### src/hdl/dus_pkg.sv
// Purpose: constants and carrier types of the serial line status block
// Assumes: 50 MHz mclk, fixed 8N1 framing at a fixed bit rate
// Notes:   register byte address is four times its index
package dus_pkg;
   // bus carriers
   typedef struct packed {
      logic        awvalid;
      logic [31:0] awaddr;
      logic        wvalid;
      logic [31:0] wdata;
      logic [3:0]  wstrb;
      logic        bready;
      logic        arvalid;
      logic [31:0] araddr;
      logic        rready;
   } dus_axil_req_t;
   typedef struct packed {
      logic        awready;
      logic        wready;
      logic        bvalid;
      logic [1:0]  bresp;
      logic        arready;
      logic        rvalid;
      logic [31:0] rdata;
      logic [1:0]  rresp;
   } dus_axil_rsp_t;
   localparam logic [1:0]  RESP_OKAY   = 2'h0;
   localparam logic [1:0]  RESP_DECERR = 2'h3;
   // register indices
   localparam logic [29:0] IDX_STATUS  = 30'hffe085;
   localparam logic [29:0] IDX_RX_DATA = 30'hffe088;
   localparam logic [29:0] IDX_TX_HOLD = 30'hffe089;
   localparam logic [29:0] IDX_CTRL    = 30'hffe08a;
   localparam logic [29:0] IDX_IRQ_ST  = 30'hffe08b;
   localparam logic [29:0] IDX_IRQ_EN  = 30'hffe08c;
   localparam logic [29:0] IDX_IRQ_CLR = 30'hffe08d;
   // status bits
   localparam int ST_RX_FULL  = 7;
   localparam int ST_OVERRUN  = 6;
   localparam int ST_FRAMING  = 5;
   localparam int ST_BREAK    = 4;
   localparam int ST_TX_EMPTY = 3;
   localparam int ST_COLL     = 2;
   localparam int ST_RX_ACT   = 1;
   localparam int ST_TX_ACT   = 0;
   localparam logic [7:0] STATUS_RST = 8'h08;
   localparam int CTRL_DBG_OWN = 0;
   // event bits of the interrupt registers
   localparam int EV_W        = 6;
   localparam int EV_RX_LOAD  = 0;
   localparam int EV_OVERRUN  = 1;
   localparam int EV_FRAMING  = 2;
   localparam int EV_BREAK    = 3;
   localparam int EV_TX_EMPTY = 4;
   localparam int EV_COLL     = 5;
   // timing
   localparam int CLK_HZ    = 50_000_000;
   localparam int BAUD_RATE = 115_200;
   localparam logic [8:0] BIT_CNT  = 9'(CLK_HZ / BAUD_RATE - 1);
   localparam logic [8:0] HALF_CNT = 9'(CLK_HZ / BAUD_RATE / 2);
   localparam logic [3:0] BREAK_BITS = 4'ha;
   localparam logic [3:0] STOP_BIT   = 4'h9;
   // states
   typedef enum logic [2:0] {RX_IDLE = 3'b001, RX_RUN = 3'b010, RX_BRK = 3'b100} dus_rx_st_t;
   typedef enum logic [1:0] {TX_IDLE = 2'b01, TX_RUN = 2'b10} dus_tx_st_t;
endpackage

### src/hdl/dus_serial_status.sv
// Purpose: serial line status flags with a minimal 8N1 receiver and transmitter
// Assumes: AXI4-Lite register access, one synchronous clock, fixed bit rate
// Notes:   flags set by the line win over a clear in the same cycle
//
// Added by the designer: the AXI4-Lite register port.
module dus_serial_status (
   input  wire logic                   mclk,
   input  wire logic                   rst,
   input  wire dus_pkg::dus_axil_req_t bus_req,
   output dus_pkg::dus_axil_rsp_t      bus_rsp,
   input  wire logic                   debug_serial_pin_in,
   output logic                        debug_serial_pin_out,
   output logic                        debug_serial_pin_oe,
   output logic                        irq
);
   typedef struct packed {
      dus_pkg::dus_axil_rsp_t rsp;
      logic                   aw_got;
      logic                   w_got;
      logic [29:0]            widx;
      logic [7:0]             wbyte;
      logic                   wlane;
      logic                   rx_holding_full;
      logic                   rx_overrun_flag;
      logic                   rx_framing_error_flag;
      logic                   rx_break_flag;
      logic                   tx_holding_empty;
      logic                   tx_collision_flag;
      logic [7:0]             rx_data;
      logic [7:0]             tx_holding_register;
      logic                   dbg_owns_pin;
      logic [5:0]             irq_en;
      logic [5:0]             irq_st;
      logic                   irq;
      logic [2:0]             sync;
      logic                   line;
      dus_pkg::dus_rx_st_t    rx_st;
      logic [8:0]             rx_cnt;
      logic [3:0]             rx_bit;
      logic [7:0]             rx_sh;
      logic [3:0]             low_cnt;
      dus_pkg::dus_tx_st_t    tx_st;
      logic [8:0]             tx_cnt;
      logic [3:0]             tx_bit;
      logic [9:0]             tx_sh;
      logic                   pin_out;
      logic                   pin_oe;
   } dus_state_t;

   dus_state_t s;
   dus_state_t next_s;
   logic [5:0] ev;
   logic [5:0] clr;
   logic [7:0] status;
   logic [29:0] ridx;
   logic       sample;
   logic       tx_wr;

   always_comb begin
      next_s = s;
      ev     = '0;
      clr    = '0;
      sample = 1'b0;
      tx_wr  = 1'b0;
      ridx   = bus_req.araddr[31:2];
      status = {s.rx_holding_full, s.rx_overrun_flag, s.rx_framing_error_flag, s.rx_break_flag,
                s.tx_holding_empty, s.tx_collision_flag,
                s.rx_st != dus_pkg::RX_IDLE,
                s.tx_st == dus_pkg::TX_RUN};

      // pin synchroniser, a change counts when stages two and three agree
      next_s.sync = {s.sync[1:0], debug_serial_pin_in};
      if (s.sync[1] == s.sync[2]) begin
         next_s.line = s.sync[2];
      end

      // read channel
      if (s.rsp.rvalid && bus_req.rready) begin
         next_s.rsp.rvalid  = 1'b0;
         next_s.rsp.arready = 1'b1;
      end
      if (bus_req.arvalid && s.rsp.arready) begin
         next_s.rsp.arready = 1'b0;
         next_s.rsp.rvalid  = 1'b1;
         next_s.rsp.rresp   = dus_pkg::RESP_OKAY;
         next_s.rsp.rdata   = 32'h0;
         case (ridx)
            dus_pkg::IDX_STATUS:  next_s.rsp.rdata[7:0] = status;
            dus_pkg::IDX_RX_DATA: begin
               next_s.rsp.rdata[7:0]      = s.rx_data;
               next_s.rx_holding_full     = 1'b0;
            end
            dus_pkg::IDX_TX_HOLD: begin
               next_s.rsp.rdata[7:0]      = s.tx_holding_register;
               next_s.tx_holding_empty    = 1'b1;
            end
            dus_pkg::IDX_CTRL:    next_s.rsp.rdata[dus_pkg::CTRL_DBG_OWN] = s.dbg_owns_pin;
            dus_pkg::IDX_IRQ_ST:  next_s.rsp.rdata[5:0] = s.irq_st;
            dus_pkg::IDX_IRQ_EN:  next_s.rsp.rdata[5:0] = s.irq_en;
            dus_pkg::IDX_IRQ_CLR: next_s.rsp.rdata      = 32'h0;
            default:              next_s.rsp.rresp      = dus_pkg::RESP_DECERR;
         endcase
      end

      // write channels, address and data taken in either order
      if (s.rsp.bvalid && bus_req.bready) begin
         next_s.rsp.bvalid  = 1'b0;
         next_s.rsp.awready = 1'b1;
         next_s.rsp.wready  = 1'b1;
      end
      if (bus_req.awvalid && s.rsp.awready) begin
         next_s.aw_got      = 1'b1;
         next_s.widx        = bus_req.awaddr[31:2];
         next_s.rsp.awready = 1'b0;
      end
      if (bus_req.wvalid && s.rsp.wready) begin
         next_s.w_got      = 1'b1;
         next_s.wbyte      = bus_req.wdata[7:0];
         next_s.wlane      = bus_req.wstrb[0];
         next_s.rsp.wready = 1'b0;
      end
      if (s.aw_got && s.w_got && !s.rsp.bvalid) begin
         next_s.aw_got     = 1'b0;
         next_s.w_got      = 1'b0;
         next_s.rsp.bvalid = 1'b1;
         next_s.rsp.bresp  = dus_pkg::RESP_OKAY;
         case (s.widx)
            dus_pkg::IDX_STATUS: begin
               if (s.wlane) begin
                  if (s.wbyte[dus_pkg::ST_RX_FULL]) next_s.rx_holding_full = 1'b0;
                  if (s.wbyte[dus_pkg::ST_OVERRUN]) next_s.rx_overrun_flag = 1'b0;
                  if (s.wbyte[dus_pkg::ST_FRAMING]) next_s.rx_framing_error_flag = 1'b0;
                  if (s.wbyte[dus_pkg::ST_BREAK])   next_s.rx_break_flag = 1'b0;
                  if (s.wbyte[dus_pkg::ST_COLL])    next_s.tx_collision_flag = 1'b0;
                  if (s.wbyte[dus_pkg::ST_TX_EMPTY]) next_s.tx_holding_empty = 1'b1;
               end
            end
            dus_pkg::IDX_RX_DATA: begin
               if (s.wlane) begin
                  if (s.rx_holding_full) ev[dus_pkg::EV_OVERRUN] = 1'b1;
                  next_s.rx_data = s.wbyte;
                  ev[dus_pkg::EV_RX_LOAD] = 1'b1;
               end
            end
            dus_pkg::IDX_TX_HOLD: begin
               if (s.wlane) begin
                  next_s.tx_holding_register = s.wbyte;
                  next_s.tx_holding_empty    = 1'b0;
                  tx_wr                      = 1'b1;
               end
            end
            dus_pkg::IDX_CTRL:    if (s.wlane) next_s.dbg_owns_pin = s.wbyte[dus_pkg::CTRL_DBG_OWN];
            dus_pkg::IDX_IRQ_EN:  if (s.wlane) next_s.irq_en = s.wbyte[5:0];
            dus_pkg::IDX_IRQ_CLR: if (s.wlane) clr = s.wbyte[5:0];
            dus_pkg::IDX_IRQ_ST:  next_s.rsp.bresp = dus_pkg::RESP_OKAY;
            default:              next_s.rsp.bresp = dus_pkg::RESP_DECERR;
         endcase
      end
      next_s.rsp.awready = next_s.rsp.awready & ~next_s.aw_got;
      next_s.rsp.wready  = next_s.rsp.wready & ~next_s.w_got;

      // receiver
      case (s.rx_st)
         dus_pkg::RX_IDLE: begin
            // start bit: synced line falls while idle
            if (s.line && !next_s.line) begin
               next_s.rx_st  = dus_pkg::RX_RUN;
               next_s.rx_cnt = dus_pkg::HALF_CNT;
               next_s.rx_bit = 4'h0;
            end
         end
         dus_pkg::RX_RUN: begin
            if (s.rx_cnt == 9'h0) begin
               sample        = 1'b1;
               next_s.rx_cnt = dus_pkg::BIT_CNT;
               next_s.rx_bit = s.rx_bit + 4'h1;
               if (s.rx_bit == 4'h0) begin
                  if (s.line) next_s.rx_st = dus_pkg::RX_IDLE;
               end else if (s.rx_bit < dus_pkg::STOP_BIT) begin
                  next_s.rx_sh = {s.line, s.rx_sh[7:1]};
               end else begin
                  if (s.rx_holding_full) ev[dus_pkg::EV_OVERRUN] = 1'b1;
                  next_s.rx_data          = s.rx_sh;
                  ev[dus_pkg::EV_RX_LOAD] = 1'b1;
                  if (!s.line) begin
                     ev[dus_pkg::EV_FRAMING] = 1'b1;
                     next_s.rx_st = dus_pkg::RX_BRK;
                  end else begin
                     next_s.rx_st = dus_pkg::RX_IDLE;
                  end
               end
            end else begin
               next_s.rx_cnt = s.rx_cnt - 9'h1;
            end
         end
         dus_pkg::RX_BRK: begin
            if (s.line) begin
               next_s.rx_st = dus_pkg::RX_IDLE;
            end else if (s.rx_cnt == 9'h0) begin
               sample        = 1'b1;
               next_s.rx_cnt = dus_pkg::BIT_CNT;
            end else begin
               next_s.rx_cnt = s.rx_cnt - 9'h1;
            end
         end
         default: next_s.rx_st = dus_pkg::RX_IDLE;
      endcase
      if (sample) begin
         if (s.line) begin
            next_s.low_cnt = 4'h0;
         end else if (s.low_cnt != dus_pkg::BREAK_BITS) begin
            next_s.low_cnt = s.low_cnt + 4'h1;
            if (s.low_cnt == dus_pkg::BREAK_BITS - 4'h1) ev[dus_pkg::EV_BREAK] = 1'b1;
         end
      end
      if (next_s.rx_st == dus_pkg::RX_IDLE) next_s.low_cnt = 4'h0;

      // transmitter
      case (s.tx_st)
         dus_pkg::TX_IDLE: begin
            if (!s.tx_holding_empty && !s.dbg_owns_pin) begin
               next_s.tx_st   = dus_pkg::TX_RUN;
               next_s.tx_sh   = {1'b1, s.tx_holding_register, 1'b0};
               next_s.tx_cnt  = dus_pkg::BIT_CNT;
               next_s.tx_bit  = 4'h0;
               next_s.pin_out = 1'b0;
               next_s.pin_oe  = 1'b1;
               ev[dus_pkg::EV_TX_EMPTY] = 1'b1;
            end
         end
         dus_pkg::TX_RUN: begin
            // synced line lags the pin, so compare at mid-bit
            if (s.tx_cnt == dus_pkg::HALF_CNT && s.line != s.pin_out) begin
               ev[dus_pkg::EV_COLL] = 1'b1;
            end
            if (s.tx_cnt == 9'h0) begin
               if (s.tx_bit == dus_pkg::STOP_BIT) begin
                  next_s.tx_st   = dus_pkg::TX_IDLE;
                  next_s.pin_out = 1'b1;
                  next_s.pin_oe  = 1'b0;
               end else begin
                  next_s.tx_bit  = s.tx_bit + 4'h1;
                  next_s.tx_sh   = {1'b1, s.tx_sh[9:1]};
                  next_s.pin_out = s.tx_sh[1];
                  next_s.tx_cnt  = dus_pkg::BIT_CNT;
               end
            end else begin
               next_s.tx_cnt = s.tx_cnt - 9'h1;
            end
         end
         default: next_s.tx_st = dus_pkg::TX_IDLE;
      endcase

      // hardware sets last so they win over software clears
      if (ev[dus_pkg::EV_RX_LOAD])  next_s.rx_holding_full = 1'b1;
      if (ev[dus_pkg::EV_OVERRUN])  next_s.rx_overrun_flag = 1'b1;
      if (ev[dus_pkg::EV_FRAMING])  next_s.rx_framing_error_flag = 1'b1;
      if (ev[dus_pkg::EV_BREAK])    next_s.rx_break_flag = 1'b1;
      // a byte written while the old one moves stays held
      if (ev[dus_pkg::EV_TX_EMPTY] && !tx_wr) next_s.tx_holding_empty = 1'b1;
      if (ev[dus_pkg::EV_COLL])     next_s.tx_collision_flag = 1'b1;
      next_s.irq_st = (s.irq_st & ~clr) | ev;
      next_s.irq    = |(next_s.irq_st & next_s.irq_en);
   end

   always_ff @(posedge mclk) begin
      if (rst) begin
         s <= '0;
         s.rsp.awready         <= 1'b1;
         s.rsp.wready          <= 1'b1;
         s.rsp.arready         <= 1'b1;
         s.tx_holding_empty    <= dus_pkg::STATUS_RST[dus_pkg::ST_TX_EMPTY];
         // line idles high, no false start after reset
         s.sync                <= 3'h7;
         s.line                <= 1'b1;
         s.rx_st               <= dus_pkg::RX_IDLE;
         s.tx_st               <= dus_pkg::TX_IDLE;
         s.pin_out             <= 1'b1;
      end else begin
         s <= next_s;
      end
   end

   assign bus_rsp              = s.rsp;
   assign debug_serial_pin_out = s.pin_out;
   assign debug_serial_pin_oe  = s.pin_oe;
   assign irq                  = s.irq;
endmodule // dus_serial_status

### config.mk
export PLATFORM = sky130hd
export DESIGN_NAME = dus_serial_status
export DESIGN_NICKNAME = d
export VERILOG_FILES = /design/src/hdl/dus_pkg.sv /design/src/hdl/dus_serial_status.sv
export SDC_FILE = /design/constraint.sdc
export NUM_CORES = 1
export LEC_CHECK = 0
export ABC_CLOCK_PERIOD_IN_PS = 2600
export CAP_MARGIN = 30
export CORE_ASPECT_RATIO = 1.4
export CORE_MARGIN = 2
export CORE_UTILIZATION = 30
export CTS_CLUSTER_SIZE = 28
export DETAILED_ROUTE_END_ITERATION = 6
export DONT_BUFFER_PORTS = 1
export PLACE_DENSITY = 0.52
export RECOVER_POWER = 25
export SYNTH_ARGS = -nofsm -noshare
export SYNTH_HDL_FRONTEND = slang
export SYNTH_SLANG_ARGS = --single-unit
### constraint.sdc
create_clock -name mclk -period 2.6 [get_ports mclk]
set_input_delay 0 -clock mclk [delete_from_list [all_inputs] [get_ports mclk]]
set_output_delay 0 -clock mclk [all_outputs]
set_load 0.1 [all_outputs]
==> impl_metrics.prom <==
# TYPE chip_impl_metric gauge
chip_impl_metric{name="numCtsBuffers",unit=""} 17
chip_impl_metric{name="start_util",unit="%"} 30.53
chip_impl_metric{name="floorplan.io_pins",unit=""} 152
chip_impl_metric{name="num_vias",unit=""} 5958
chip_impl_info{name="tritoncts",value="yes"} 1
chip_impl_metric{name="power.switching_fraction",unit="%"} 29.87
chip_impl_info{name="setup.worst_path.class",value="flip-flop to flip-flop"} 1
chip_impl_metric{name="fp.dieH",unit="µm"} 186.1
chip_impl_metric{name="power.share.combinational",unit="%"} 19.2
chip_impl_metric{name="clock_tree.htree_level_count",unit=""} 4
chip_impl_metric{name="worst_clock_skew",unit="ns"} 0.01061
chip_impl_metric{name="antenna_cells_inserted",unit=""} 0
chip_impl_metric{name="synth.yosys.seq_area_share",unit="%"} 42.24
chip_impl_info{name="cp_slowest_cell",value="sky130_fd_sc_hd__or4_4"} 1
chip_impl_metric{name="internal_power",unit="W"} 0.004396
chip_impl_metric{name="global_route_wire_length_before_repair",unit="µm"} 29860
chip_impl_metric{name="yosysTopAreaCellShare",unit="%"} 42.24
chip_impl_metric{name="timing.fmax",unit="MHz"} 409.3
chip_impl_metric{name="synth_cell_types",unit=""} 65
chip_impl_metric{name="power.ir.vdd_worst",unit="µV"} 467.1
chip_impl_metric{name="power.switching",unit="W"} 0.001872
chip_impl_metric{name="wl_per_cell",unit="µm"} 15.33
chip_impl_metric{name="detail_route.first_pass.iterations",unit=""} 6
chip_impl_info{name="worstSetupEndpointType",value="flip-flop"} 1
chip_impl_metric{name="p_leak",unit="nW"} 3.225
chip_impl_metric{name="cts.clk_slew.worst_paths",unit="ns"} 0.06
chip_impl_info{name="cts.root.buffer_cell",value="sky130_fd_sc_hd__clkbuf_16"} 1
chip_impl_info{name="synth_top_cells_by_area",value="sky130_fd_sc_hd__dfxtp_1 42%, sky130_fd_sc_hd__a21oi_1 5.8%, sky130_fd_sc_hd__nand2_1 5.7%, sky130_fd_sc_hd__mux2i_1 5.6%, sky130_fd_sc_hd__nor2_1 4.8%"} 1
chip_impl_info{name="final_cell_mix",value="150 x sky130_fd_sc_hd__dfxtp_1, 108 x sky130_fd_sc_hd__nand2_1, 91 x sky130_fd_sc_hd__nor2_1"} 1
chip_impl_metric{name="cts_sinks",unit=""} 150
chip_impl_info{name="rsz_0062_raised_after_global_routing",value="no"} 1
chip_impl_metric{name="power-per-cell-area",unit="nW/µm²"} 743.4
chip_impl_metric{name="totalWireLength",unit="µm"} 18440
chip_impl_metric{name="required",unit="ns"} 2.88
chip_impl_metric{name="netlist_instances",unit=""} 842
chip_impl_metric{name="core_area",unit="µm²"} 23290
chip_impl_metric{name="crit_arrival",unit="ns"} 2.72
chip_impl_metric{name="cap_viol_max_count",unit=""} 0
chip_impl_metric{name="maximum_number_of_pins_on_one_net_before_global_route_repair",unit=""} 120
chip_impl_metric{name="synth_area",unit="µm²"} 7109
chip_impl_metric{name="worst-slew-pin-transition",unit="ns"} 1.295
chip_impl_metric{name="area_delta_synth_final",unit="%"} 18.60
chip_impl_metric{name="drive_gt1_share",unit="%"} 8.250
chip_impl_metric{name="final-setup-viol-count",unit=""} 0
chip_impl_metric{name="postSynthAreaPerCell",unit="µm²"} 8.443
chip_impl_metric{name="remaining_drc_errors",unit=""} 0
chip_impl_info{name="crit_chain",value="or4_4 > nor4_4 > nand4_1 > a221oi_1 > a2bb2oi_1 > a41oi_1"} 1
chip_impl_metric{name="clock_power_share",unit="%"} 39.6
chip_impl_metric{name="postSynth.asyncResetShare",unit="%"} 0
chip_impl_metric{name="finalWeightedCongestion",unit=""} 0.8305
chip_impl_metric{name="floorplan.die.width",unit="µm"} 134.1
chip_impl_metric{name="totalNegativeSetupSlack",unit="ns"} 0
chip_impl_metric{name="max-clock-path-buffers",unit=""} 2
chip_impl_metric{name="route.antenna.remaining_nets",unit=""} 0
chip_impl_metric{name="final_nets",unit=""} 1005
chip_impl_metric{name="synth.ff_latch_count",unit=""} 150
chip_impl_metric{name="clkLatencyLatePin",unit="ns"} 0.42
chip_impl_info{name="yosysTopAreaCell",value="sky130_fd_sc_hd__dfxtp_1"} 1
chip_impl_metric{name="hpwl",unit="µm"} 13100
chip_impl_info{name="critical_path_start_type",value="flip-flop"} 1
chip_impl_info{name="status",value="finished clean"} 1
chip_impl_info{name="layout_commonest_cell",value="sky130_fd_sc_hd__dfxtp_1"} 1
chip_impl_metric{name="antenna_found_initial",unit=""} 0
chip_impl_metric{name="synthesis.yosys.warnings",unit=""} 0
chip_impl_metric{name="power.share.sequential",unit="%"} 41.1
chip_impl_metric{name="placement_rows",unit=""} 66
chip_impl_metric{name="postCtsSetupBuffers",unit=""} 0
chip_impl_metric{name="layout_min_cycle_time",unit="ns"} 2.443
chip_impl_metric{name="final_min_period_over_clock_period",unit="%"} 93.96
chip_impl_metric{name="slew_headroom",unit="%"} 13.66
chip_impl_info{name="hold_path.class",value="primary input to flip-flop"} 1
chip_impl_metric{name="synth_enable_flop_cells",unit=""} 0
chip_impl_metric{name="grt_overflow_total",unit=""} 0
chip_impl_metric{name="maxSlewViolCount",unit=""} 0
chip_impl_metric{name="grtUsageTotal",unit="%"} 15.19
chip_impl_metric{name="detailedRoute.firstIterationViolations",unit=""} 287
chip_impl_metric{name="count_of_buffers_inserted_at_the_top_level_ports",unit=""} 0
chip_impl_metric{name="avgViaCountPerCell",unit=""} 4.953
chip_impl_metric{name="slowest_delay",unit="ns"} 0.54
chip_impl_metric{name="critical_path_peak_fanout",unit=""} 6
chip_impl_metric{name="final-hold-violation-count",unit=""} 0
chip_impl_metric{name="die-area",unit="µm²"} 24960
chip_impl_metric{name="first_global_vias",unit=""} 5727
chip_impl_metric{name="final_core_utilization",unit="%"} 36.21
chip_impl_info{name="synth_top_flop_cell",value="sky130_fd_sc_hd__dfxtp_1"} 1
==> registers in the layout, indices dropped and copies added, names as in the netlist <==
name and flops:
bus_rsp 15, debug_serial_pin_oe 1, irq 1, s 130, debug_serial_pin_out 1, next_s 2
==> critical path: cells and delay by family (launching register included) <==
kind / cells / cell delay (ns)
flip-flops: 1 / 0.31
AND/OR/NAND/NOR: 3 / 1.29
AO/OA/AOI/OAI: 3 / 0.70
==> final timing paths <==
check,startpoint,endpoint,slack [ns],depth (start not counted)
hold reg to reg,next_s[57],next_s[58],0.41,1
setup / recovery,s[129],irq,0.16,6
hold / removal,rst,s[40],0.005,2
setup reg to reg,s[129],irq,0.16,6
==> metrics by stage <==
step / total power [W] / std cells / setup slack, ns / area, µm² / hold slack (ns)
finish: 0.006268 / 1203 / 0.1569 / 8432 / 0.005281
global route: 0.006564 / 1203 / 0.003374 / 8432 / 0.005832
CTS: 0.006325 / 1202 / 0.1062 / 8467 / 0.01385
detailed placement: 0.003752 / 1123 / 0.1324 / 7382 / 0.08196
global placement: 0.003745 / 1123 / 0.1282 / 7382 / 0.07834
floorplan: 0.003543 / 865 / 0.3677 / 7196 / 0.1038
==> cells in the mapped netlist (3+ instances only) <==
library cell and n:
sky130_fd_sc_hd__and4_1 3, sky130_fd_sc_hd__nand3_1 13, sky130_fd_sc_hd__nor4_1 11, sky130_fd_sc_hd__nand3b_1 5, sky130_fd_sc_hd__o31ai_1 4, sky130_fd_sc_hd__nand4_1 10, sky130_fd_sc_hd__or2_2 6, sky130_fd_sc_hd__dfxtp_1 150
sky130_fd_sc_hd__nor3_1 13, sky130_fd_sc_hd__xor2_1 7, sky130_fd_sc_hd__o21ai_0 21, sky130_fd_sc_hd__and4b_1 4, sky130_fd_sc_hd__a211o_1 3, sky130_fd_sc_hd__nor3b_1 3, sky130_fd_sc_hd__o211ai_1 4, sky130_fd_sc_hd__buf_4 43
sky130_fd_sc_hd__inv_1 23, sky130_fd_sc_hd__a222oi_1 6, sky130_fd_sc_hd__xnor2_1 5, sky130_fd_sc_hd__nand2_1 108, sky130_fd_sc_hd__a211oi_1 21, sky130_fd_sc_hd__mux2_2 3, sky130_fd_sc_hd__and3_1 6, sky130_fd_sc_hd__or3_1 3
sky130_fd_sc_hd__a21o_1 5, sky130_fd_sc_hd__nand2b_1 7, sky130_fd_sc_hd__nor2b_1 6, sky130_fd_sc_hd__and2_1 14, sky130_fd_sc_hd__mux2i_1 40, sky130_fd_sc_hd__o21a_1 7, sky130_fd_sc_hd__clkbuf_1 40, sky130_fd_sc_hd__nor2_1 91
sky130_fd_sc_hd__a21oi_1 83, sky130_fd_sc_hd__nor4b_1 4, sky130_fd_sc_hd__o22ai_1 4, sky130_fd_sc_hd__a31oi_1 5, sky130_fd_sc_hd__nand4b_1 8, sky130_fd_sc_hd__ha_1 13, sky130_fd_sc_hd__a221oi_1 6
==> layer usage <==
metal / GRT usage (%) / share of wire (%) / vias up
met5: 0 / 0 / -
met4: 6.779 / 3.5 / 0
met3: 3.089 / 3.4 / 38
met2: 27.38 / 52 / 128
met1: 17.33 / 41 / 2800
li1: - / - / 2992
==> repair_timing <==
item,in CTS,in global routing
hold endpoints to repair,127,0
hold buffers,47,0
resized for setup,0,1
endpoints found under the setup margin,0,1
==> logic make-up after synthesis <==
kind of cell / Yosys count / share of synthesized area, %
xor+xnor: 12 / 1.478
compound gates: 188 / 16.77
mux: 43 / 6.107
buf+inv: 109 / 8.272
other cells: 1 / 0.05275
fa+ha+maj: 13 / 2.288
flops: 150 / 42.24
simple gates: 326 / 22.79
==> power by group through the flow <==
stage                     registers [W]  logic [W]  clock network, W
after global placement          0.00263    0.00112                 0
after global routing            0.00260    0.00133           0.00263
after detailed placement        0.00263    0.00113                 0
after CTS                       0.00258    0.00122           0.00253
after floorplan                 0.00259   0.000949                 0
final                           0.00258    0.00120           0.00249
==> layout make-up <==
type,instances,area [µm²]
repair buffers,86,748.2
multi-input cells,606,3615
well taps,306,382.9
inverters,23,86.33
clock inverters,7,91.34
flip-flops and latches,150,3003
clock buffers,25,505.5
fillers,2456,14860
Note: power is estimated with default switching activity, not from simulation.
